File: src/ufa_pkg.sv
/*
 ufa_pkg: register map, field positions, reset values and timing counts for the
 endpoint fifo command/status block.
 assumes a 100 MHz core clock and a 32-bit avalon-mm register bus.
*/
`default_nettype none
package ufa_pkg;
   // register indices; byte address is four times the index
   localparam logic [7:0] MISC_IDX = 8'h46;
   localparam logic [7:0] ENDPOINT0_DATA_PORT_IDX = 8'h48;
   localparam logic [7:0] FIFO1_IDX = 8'h49;
   localparam logic [7:0] FIFO2_IDX = 8'h4a;
   localparam logic [7:0] FIFO3_IDX = 8'h4b;
   localparam logic [7:0] IRQ_STS_IDX = 8'h50;
   localparam logic [7:0] IRQ_MASK_IDX = 8'h51;
   localparam int ADDR_W = 10;

   // command/status field positions
   localparam int MISC_REQ = 0;
   localparam int MISC_TX = 1;
   localparam int MISC_CLR = 2;
   localparam int MISC_SEL_LO = 3;
   localparam int MISC_SEL_HI = 4;
   localparam int MISC_SETUP = 5;
   localparam int MISC_READY = 6;
   localparam int MISC_ZLP = 7;
   localparam logic [7:0] MISC_RST = 8'h00;

   // interrupt status/mask layout
   localparam int IRQ_SETUP = 0;
   localparam int IRQ_ZLP = 1;
   localparam int IRQ_READY = 2;
   localparam int IRQ_W = 3;
   localparam logic [2:0] IRQ_MASK_RST = 3'h0;

   // settle time before ready may show, and between byte accesses
   localparam int CLK_PERIOD_NS = 10;
   localparam int SETTLE_NS = 2000;
   localparam int SETTLE_CYC = (SETTLE_NS + CLK_PERIOD_NS - 1) / CLK_PERIOD_NS;
   localparam int TMR_W = 8;
endpackage
`default_nettype wire

File: src/ufa_fifo_access.sv
/*
 ufa_fifo_access: command/status register through which firmware claims one of
 four endpoint fifos, reads or writes its bytes, or empties it; also flags setup
 and zero-length packets reported by the serial interface engine.
 assumes an avalon-mm master on core_clk, an engine on core_clk giving per-endpoint
 ready levels, head byte and one-cycle event pulses, and an asynchronous usb bus
 reset level.
 registers sit at their index times four on the byte-addressed bus; only byte
 lane zero carries them, the upper readdata bits are zero.
 every access takes two edges: the first latches the answer and lowers
 waitrequest, the second applies any side effect.
 the settle time after a claim, a new select, a turned direction, a clear or a
 byte is counted here; firmware that polls ready early simply sees it low.
 data port accesses outside a matching claim read zero and are not forwarded.
 interrupt status bits are sticky and a status read clears the bits it showed;
 an event in the same cycle as the clear stays set.
 a usb bus reset leaves status and mask alone and clears only the command
 register; pulses already on their way to the engine are dropped.
*/
`timescale 1ns/1ns
`default_nettype none
module ufa_fifo_access (
   input wire logic core_clk,
   input wire logic rst,
   input wire logic [ufa_pkg::ADDR_W-1:0] avs_address,
   input wire logic avs_read,
   input wire logic avs_write,
   input wire logic [31:0] avs_writedata,
   input wire logic [3:0] avs_byteenable,
   output logic [31:0] avs_readdata,
   output logic avs_waitrequest,
   output logic irq,
   input wire logic usb_bus_reset,
   input wire logic sie_setup_pulse,
   input wire logic sie_zlp_pulse,
   input wire logic [3:0] ep_ready,
   input wire logic [7:0] fifo_rdata,
   output logic fifo_req,
   output logic fifo_tx,
   output logic [1:0] fifo_sel,
   output logic fifo_rd_pulse,
   output logic fifo_wr_pulse,
   output logic [7:0] fifo_wdata,
   output logic fifo_clear_pulse
);
   typedef struct packed {
      logic req;
      logic tx;
      logic clr;
      logic [1:0] sel;
      logic setup;
      logic ready;
      logic zlp;
      logic ack;
      logic [31:0] rdata;
      logic [ufa_pkg::IRQ_W-1:0] sts;
      logic [ufa_pkg::IRQ_W-1:0] mask;
      logic rd_p;
      logic wr_p;
      logic [7:0] wdata;
      logic clr_p;
   } ufa_state_t;

   localparam logic [ufa_pkg::ADDR_W-1:0] MISC_ADDR = {ufa_pkg::MISC_IDX, 2'b00};
   localparam logic [ufa_pkg::ADDR_W-1:0] ENDPOINT0_DATA_PORT_ADDR = {ufa_pkg::ENDPOINT0_DATA_PORT_IDX, 2'b00};
   localparam logic [ufa_pkg::ADDR_W-1:0] FIFO1_ADDR = {ufa_pkg::FIFO1_IDX, 2'b00};
   localparam logic [ufa_pkg::ADDR_W-1:0] FIFO2_ADDR = {ufa_pkg::FIFO2_IDX, 2'b00};
   localparam logic [ufa_pkg::ADDR_W-1:0] FIFO3_ADDR = {ufa_pkg::FIFO3_IDX, 2'b00};
   localparam logic [ufa_pkg::ADDR_W-1:0] STS_ADDR = {ufa_pkg::IRQ_STS_IDX, 2'b00};
   localparam logic [ufa_pkg::ADDR_W-1:0] MASK_ADDR = {ufa_pkg::IRQ_MASK_IDX, 2'b00};

   ufa_state_t q;
   ufa_state_t d;
   logic bus_rst_s;
   logic settle_done;
   logic settle_start;
   logic [7:0] misc_rd;
   logic [7:0] wbyte;
   logic hit_misc;
   logic hit_fifo;
   logic hit_sts;
   logic hit_mask;
   logic [1:0] port_ep;
   logic rd_ok;
   logic wr_ok;
   logic new_req;
   logic new_clr;
   logic [1:0] new_sel;
   logic claim_match;
   logic bus_req;
   logic bus_take;
   logic bus_done;

   // the bus reset level comes from the line monitor, not from core_clk
   ufa_sync3 u_bus_rst_sync (
      .core_clk(core_clk),
      .rst(rst),
      .async_in(usb_bus_reset),
      .sync_out(bus_rst_s)
   );

   // one shared timer: a new start simply restarts the count
   ufa_settle_timer u_settle (
      .core_clk(core_clk),
      .rst(rst),
      .start(settle_start),
      .done(settle_done)
   );

   always_comb
   begin
      misc_rd = '0;
      misc_rd[ufa_pkg::MISC_REQ] = q.req;
      misc_rd[ufa_pkg::MISC_TX] = q.tx;
      misc_rd[ufa_pkg::MISC_CLR] = q.clr;
      misc_rd[ufa_pkg::MISC_SEL_HI:ufa_pkg::MISC_SEL_LO] = q.sel;
      misc_rd[ufa_pkg::MISC_SETUP] = q.setup;
      misc_rd[ufa_pkg::MISC_READY] = q.ready;
      misc_rd[ufa_pkg::MISC_ZLP] = q.zlp;
   end

   // address decode
   always_comb
   begin
      hit_misc = 1'b0;
      hit_fifo = 1'b0;
      hit_sts = 1'b0;
      hit_mask = 1'b0;
      port_ep = 2'h0;
      if (avs_address == MISC_ADDR)
      begin
         hit_misc = 1'b1;
      end
      else if (avs_address == ENDPOINT0_DATA_PORT_ADDR)
      begin
         hit_fifo = 1'b1;
         port_ep = 2'h0;
      end
      else if (avs_address == FIFO1_ADDR)
      begin
         hit_fifo = 1'b1;
         port_ep = 2'h1;
      end
      else if (avs_address == FIFO2_ADDR)
      begin
         hit_fifo = 1'b1;
         port_ep = 2'h2;
      end
      else if (avs_address == FIFO3_ADDR)
      begin
         hit_fifo = 1'b1;
         port_ep = 2'h3;
      end
      else if (avs_address == STS_ADDR)
      begin
         hit_sts = 1'b1;
      end
      else if (avs_address == MASK_ADDR)
      begin
         hit_mask = 1'b1;
      end
   end

   // byte moves only for the claimed endpoint, in the claimed direction, while ready
   assign claim_match = hit_fifo && q.req && q.ready && (port_ep == q.sel);
   assign rd_ok = claim_match && !q.tx;
   assign wr_ok = claim_match && q.tx;

   // an access is taken at its first edge and completes at its second
   assign bus_req = avs_read || avs_write;
   assign bus_take = bus_req && !q.ack;
   assign bus_done = bus_req && q.ack;

   // only the low byte lane carries the 8-bit registers
   assign wbyte = avs_byteenable[0] ? avs_writedata[7:0] : misc_rd;
   assign new_req = wbyte[ufa_pkg::MISC_REQ];
   assign new_clr = wbyte[ufa_pkg::MISC_CLR];
   assign new_sel = wbyte[ufa_pkg::MISC_SEL_HI:ufa_pkg::MISC_SEL_LO];

   always_comb
   begin
      d = q;
      d.rd_p = 1'b0;
      d.wr_p = 1'b0;
      d.clr_p = 1'b0;
      settle_start = 1'b0;

      // first edge of an access: latch the answer, drop waitrequest next cycle
      if (bus_take)
      begin
         d.ack = 1'b1;
         // unmapped addresses and refused port reads answer zero
         d.rdata = '0;
         if (avs_read)
         begin
            if (hit_misc)
            begin
               d.rdata = {24'h000000, misc_rd};
            end
            else if (rd_ok)
            begin
               d.rdata = {24'h000000, fifo_rdata};
            end
            else if (hit_sts)
            begin
               d.rdata = {29'h00000000, q.sts};
            end
            else if (hit_mask)
            begin
               d.rdata = {29'h00000000, q.mask};
            end
         end
      end
      // second edge: waitrequest is low, side effects take place here
      else if (bus_done)
      begin
         d.ack = 1'b0;
         if (avs_write && hit_misc && avs_byteenable[0])
         begin
            d.req = new_req;
            d.tx = wbyte[ufa_pkg::MISC_TX];
            d.clr = new_clr;
            d.sel = new_sel;
            // flags only clear on a written zero; a written one leaves them
            if (!wbyte[ufa_pkg::MISC_SETUP])
            begin
               d.setup = 1'b0;
            end
            if (!wbyte[ufa_pkg::MISC_ZLP])
            begin
               d.zlp = 1'b0;
            end
            // a fresh claim, new endpoint or turned direction restarts the settle time
            if ((new_req && !q.req) || (new_sel != q.sel) || (wbyte[ufa_pkg::MISC_TX] != q.tx))
            begin
               settle_start = 1'b1;
            end
            // clear does not wait for ready
            if (new_req && new_clr && !(q.req && q.clr))
            begin
               d.clr_p = 1'b1;
               settle_start = 1'b1;
            end
         end
         else if (avs_write && wr_ok && avs_byteenable[0])
         begin
            d.wr_p = 1'b1;
            d.wdata = avs_writedata[7:0];
            settle_start = 1'b1;
         end
         else if (avs_write && hit_mask && avs_byteenable[0])
         begin
            d.mask = avs_writedata[ufa_pkg::IRQ_W-1:0];
         end
         else if (avs_read && rd_ok)
         begin
            d.rd_p = 1'b1;
            settle_start = 1'b1;
         end
         else if (avs_read && hit_sts)
         begin
            // only bits that were reported are cleared
            d.sts = q.sts & ~q.rdata[ufa_pkg::IRQ_W-1:0];
         end
      end

      // ready withheld during the settle time after a claim or a byte
      // it follows the new claim, so dropping the request hides it at once
      d.ready = d.req && ep_ready[d.sel] && settle_done && !settle_start;

      // engine events come after the clears so that a set wins
      if (sie_setup_pulse)
      begin
         d.setup = 1'b1;
         d.sts[ufa_pkg::IRQ_SETUP] = 1'b1;
      end
      if (sie_zlp_pulse)
      begin
         d.zlp = 1'b1;
         d.sts[ufa_pkg::IRQ_ZLP] = 1'b1;
      end
      if (d.ready && !q.ready)
      begin
         d.sts[ufa_pkg::IRQ_READY] = 1'b1;
      end

      // bus reset returns the whole command/status register to zero
      // status and mask are left alone, so a pending interrupt survives it
      if (bus_rst_s)
      begin
         d.req = ufa_pkg::MISC_RST[ufa_pkg::MISC_REQ];
         d.tx = ufa_pkg::MISC_RST[ufa_pkg::MISC_TX];
         d.clr = ufa_pkg::MISC_RST[ufa_pkg::MISC_CLR];
         d.sel = ufa_pkg::MISC_RST[ufa_pkg::MISC_SEL_HI:ufa_pkg::MISC_SEL_LO];
         d.setup = ufa_pkg::MISC_RST[ufa_pkg::MISC_SETUP];
         d.ready = ufa_pkg::MISC_RST[ufa_pkg::MISC_READY];
         d.zlp = ufa_pkg::MISC_RST[ufa_pkg::MISC_ZLP];
         d.rd_p = 1'b0;
         d.wr_p = 1'b0;
         d.clr_p = 1'b0;
      end
   end

   always_ff @(posedge core_clk)
   begin
      if (rst)
      begin
         q <= '0;
         q.mask <= ufa_pkg::IRQ_MASK_RST;
      end
      else
      begin
         q <= d;
      end
   end

   // handshake is combinational, data comes from flops
   assign avs_waitrequest = bus_take;
   assign avs_readdata = q.rdata;
   // level output; only a status read or a mask write lowers it
   assign irq = |(q.sts & q.mask);
   assign fifo_req = q.req;
   assign fifo_tx = q.tx;
   assign fifo_sel = q.sel;
   assign fifo_rd_pulse = q.rd_p;
   assign fifo_wr_pulse = q.wr_p;
   assign fifo_wdata = q.wdata;
   assign fifo_clear_pulse = q.clr_p;
endmodule
`default_nettype wire

File: src/ufa_settle_timer.sv
/*
 ufa_settle_timer: counts down the settle time after a start pulse.
 assumes start is a one-cycle pulse from logic on core_clk.
*/
`timescale 1ns/1ns
`default_nettype none
module ufa_settle_timer (
   input wire logic core_clk,
   input wire logic rst,
   input wire logic start,
   output logic done
);
   typedef struct packed {
      logic [ufa_pkg::TMR_W-1:0] cnt;
   } ufa_tmr_t;

   ufa_tmr_t q;
   ufa_tmr_t d;

   always_comb
   begin
      d = q;
      if (start)
      begin
         d.cnt = ufa_pkg::TMR_W'(ufa_pkg::SETTLE_CYC);
      end
      else if (q.cnt != '0)
      begin
         d.cnt = q.cnt - 1'b1;
      end
   end

   always_ff @(posedge core_clk)
   begin
      if (rst)
      begin
         q <= '0;
      end
      else
      begin
         q <= d;
      end
   end

   assign done = (q.cnt == '0);
endmodule
`default_nettype wire

File: src/ufa_sync3.sv
/*
 ufa_sync3: three-stage synchroniser for one level from outside the clock domain.
 assumes the input is a slow level; the output follows once stages two and three agree.
*/
`timescale 1ns/1ns
`default_nettype none
module ufa_sync3 (
   input wire logic core_clk,
   input wire logic rst,
   input wire logic async_in,
   output logic sync_out
);
   typedef struct packed {
      logic s1;
      logic s2;
      logic s3;
      logic out;
   } ufa_sync_t;

   ufa_sync_t q;
   ufa_sync_t d;

   always_comb
   begin
      d = q;
      d.s1 = async_in;
      d.s2 = q.s1;
      d.s3 = q.s2;
      // s1 feeds only s2; the agreement check looks at later stages
      if (q.s2 == q.s3)
      begin
         d.out = q.s3;
      end
   end

   always_ff @(posedge core_clk)
   begin
      if (rst)
      begin
         q <= '0;
      end
      else
      begin
         q <= d;
      end
   end

   assign sync_out = q.out;
endmodule
`default_nettype wire

File: config.mk
export PLATFORM = sky130hd
export DESIGN_NAME = ufa_fifo_access
export DESIGN_NICKNAME = d
export VERILOG_FILES = /design/src/ufa_pkg.sv /design/src/ufa_fifo_access.sv /design/src/ufa_settle_timer.sv /design/src/ufa_sync3.sv
export SDC_FILE = /design/constraint.sdc
export NUM_CORES = 1
export LEC_CHECK = 0
export BUFFER_PORTS_ARGS = -buffer_cell sky130_fd_sc_hd__buf_4
export CORE_MARGIN = 2
export CORE_UTILIZATION = 35
export CTS_CLUSTER_DIAMETER = 50
export DETAILED_ROUTE_END_ITERATION = 8
export HOLD_SLACK_MARGIN = 0.02
export PLACE_DENSITY_LB_ADDON = 0.25
export SYNTH_ARGS = -nofsm -noshare
export SYNTH_HDL_FRONTEND = slang
export SYNTH_SLANG_ARGS = --single-unit
File: constraint.sdc
create_clock -name core_clk -period 4.4 [get_ports core_clk]
set_input_delay 0.88 -clock core_clk [delete_from_list [all_inputs] [get_ports core_clk]]
set_output_delay 0.88 -clock core_clk [all_outputs]
set_load 0.02 [all_outputs]
==> results.toml <==
[floorplan]
die_area_sq_um = 8160
rows = 31
die_height_um = 90.3
coreArea_sq_um = 7250
ios = 114
die_x_um = 90.3
start_util_pct = 36.0

[route]
avgRoutedWirePerCell_um = 13.8
firstDrtPassIters = 4
drt_wl_total_mm = 6.04
drc = 0
viasPerCell = 4.86
vias = 2134
antenna_left = 0
drt_iter0_markers = 61

[pwr]
pwr_density_cell_nw_per_um2 = 335
sw_frac_of_total_pct = 30.7
p_sw_w = 0.000309
ir_drop_mv = 0.120
power_frac_clock_pct = 29.1
p_int_w = 0.000697
power_frac_comb_pct = 24.1
p_leak_nw = 1.31
seqPwrFrac_pct = 46.7

[logic_synthesis]
synthTopCellsByArea = "dfxtp_1 (35%), buf_4 (12%), mux2i_1 (8.1%)"
synth_cell_types = 53
synth_top_area_share_pct = 35.3
yosys_warnings = 0
synth_area_leader_cell = "dfxtp_1"
synth.most_common_cell = "dfxtp_1"
syn-instance-count = 298
syn_area_sq_um = 2610
seq_area_frac_synth_pct = 35.3
synthFlopType = "dfxtp_1"
ys_seq_elements = 46
avgSynthCellArea_sq_um = 8.75
async_flop_share_pct = 0
synth_edf_count = 0
yosys-top-cells-count = "dfxtp_1 (46), buf_4 (42), nor2_1 (25), a21oi_1 (21), mux2i_1 (21)"

[setup_path]
path_buf_inv = 1
reg2reg_to = "fifo_wdata[2]"
regToRegStartpoint = "fifo_req"
path_delay_family = "simple AND/OR/NAND/NOR gates"
worstPathArrival_ns = 2.85
crit_slowest_cell = "nand4_1"
r2r_cells = 5
crit_path_end_kind = "register"
critPathMaxStageDelay_ns = 0.55
r2r_slack_ns = 2.16
crit_required_ns = 4.60
cp_max_fo = 10
crit_chain = "buf_4 -> nor4b_4 -> nand4_1 -> mux2i_1 -> nand2_1 -> o41ai_1"
cp-start-kind = "input pin"
worstSetupPathType = "in -> reg"

[timing]
worstMarginPinSlew_ns = 0.766
fin_crit_ns = 2.65
hold_violations = 0
slew_headroom_pct = 48.6
setup_viol = 0
skew_ns = 0.00501
setup_tns_ns = 0
max_freq_mhz = 377
rsz0062_at_grt = "no"
whs_ns = 0.445
drv_slew = 0
setup_slack_ns = 1.75
fin_crit_sh_pct = 60.3

[global_route]
antenna_found_initial = 0
grt_pass1_wl_mm = 9.76
grt_max_degree = 39
first_global_vias = 1954
grt_use_met3_pct = 2.92
grt-ovfl-total = 0
grtUsageMet2_pct = 23.1
busiest_layer = "met2"
grtUsageMet1_pct = 20.2
grt.total_usage_pct = 14.6

[min_path]
worstHoldStart = "u_bus_rst_sync.d[2]"
whs_endpoint = "u_bus_rst_sync.d[1]"
hold_class = "reg -> reg"
hold_path_depth = 1

[flow_run]
cap_violations = 0

[placed_design]
port_buffers = 62
dp_slack_ns = 1.46
placed_cell_area_sq_um = 2900
gp_congestion = 0.907
dpl.cell_count = 431
dpl.hpwl_mm = 4.67

[clock_tree]
cts-buffers-inserted = 5
cts_sinks = 46
ctsHoldBuffers = 0
cts_max_level = 2
cts_tree = "built"
clk_latency_ns = 0.30
post_cts_resized = 0
clockBufferDepth = 2
clock-root-buffer = "clkbuf_8"
cts_setup_buffers = 0
clk_pin_slew_ns = 0.09

[cells_and_area]
finalNetCount = 405
area_growth_pct = 15.3
fin_cells = 439
diodes = 0
final_layout_size_suffix_gt1_share_pct = 24.7
postLayoutCellArea_sq_um = 3010

[outcome]
status = "completed"
-- power groups by stage --
stage | Sequential, W | Combinational (W) | Clock (W)
2_1_floorplan | 0.000474 | 0.000200 | 0
3_3_place_gp | 0.000480 | 0.000241 | 0
3_5_place_dp | 0.000480 | 0.000243 | 0
4_1_cts | 0.000470 | 0.000245 | 0.000304
5_1_grt | 0.000475 | 0.000280 | 0.000318
6_report | 0.000470 | 0.000243 | 0.000293
-- through the flow --
stage               utilization, %  total power (W)
finish                        41.5          0.00101
global route                  41.5          0.00107
CTS                           41.5          0.00102
detailed placement            40.0         0.000723
global placement              40.0         0.000721
floorplan                        -         0.000674
-- logic make-up (layout without fill, tap and decap cells) --
| kind of cell | Yosys count | in the layout | synth area share, % |
|---|---|---|---|
| AOI/OAI and AO/OA | 45 | 45 | 9.74 |
| xor gates and xnor gates | 8 | 8 | 2.97 |
| adders and majority gates | 1 | 1 | 0.480 |
| buffers and inverters | 61 | 80 | 16.1 |
| DFF | 46 | 46 | 35.3 |
| muxes | 23 | 23 | 9.78 |
| other | 1 | 24 | 0.144 |
| and+or+nand+nor | 113 | 113 | 25.5 |
-- cell type report --
type,count,area (sq um)
fillers,757,4250
multi-input cells,214,1350
flip-flops and latches,46,921
repair buffers,62,465
well taps,99,124
clock buffers,7,96.3
inverters,10,37.5
clock inverters,1,8.76
-- sequential cells by signal, indices dropped and copies added, names as in the netlist --
name / count
fifo_rd_pulse: 1
fifo_sel: 2
fifo_tx: 1
fifo_wr_pulse: 1
u_bus_rst_sync.q: 1
u_settle.q: 8
fifo_req: 1
fifo_wdata: 8
u_bus_rst_sync.d: 2
avs_readdata: 8
u_bus_rst_sync.sync_out: 1
fifo_clear_pulse: 1
q: 7
misc_rd: 4
-- cells in the final DEF (no fill, tap or decap), types with 7 or more instances in the layout --
cell type	netlist	layout
buf_4	42	62
dfxtp_1	46	46
nor2_1	25	25
conb_1	1	24
mux2i_1	21	21
a21oi_1	21	21
nand2_1	20	20
o21ai_0	12	12
and3_1	12	12
inv_1	10	10
nor3_1	10	10
nor4_1	7	7
clkbuf_8	1	7
-- how the worst max path moves through the flow --
stage               slack, ns             to  cells after the start           start
floorplan                1.87  fifo_wdata[1]                      6  avs_address[2]
global placement         1.44          q[16]                      6  avs_address[1]
detailed placement       1.46  u_settle.q[5]                      6  avs_address[1]
CTS                      1.76          q[16]                      6  avs_address[1]
global route             1.54          q[16]                      6  avs_address[1]
finish                   1.75          q[16]                      6  avs_address[1]
-- per-layer routing --
| layer | vias up | wire (um) |
|---|---|---|
| li1 | 1066 | - |
| met1 | 992 | 2990 |
| met2 | 71 | 2650 |
| met3 | 5 | 324 |
| met4 | 0 | 64 |
| met5 | - | 0 |
Note: power is estimated with default switching activity, not from simulation.
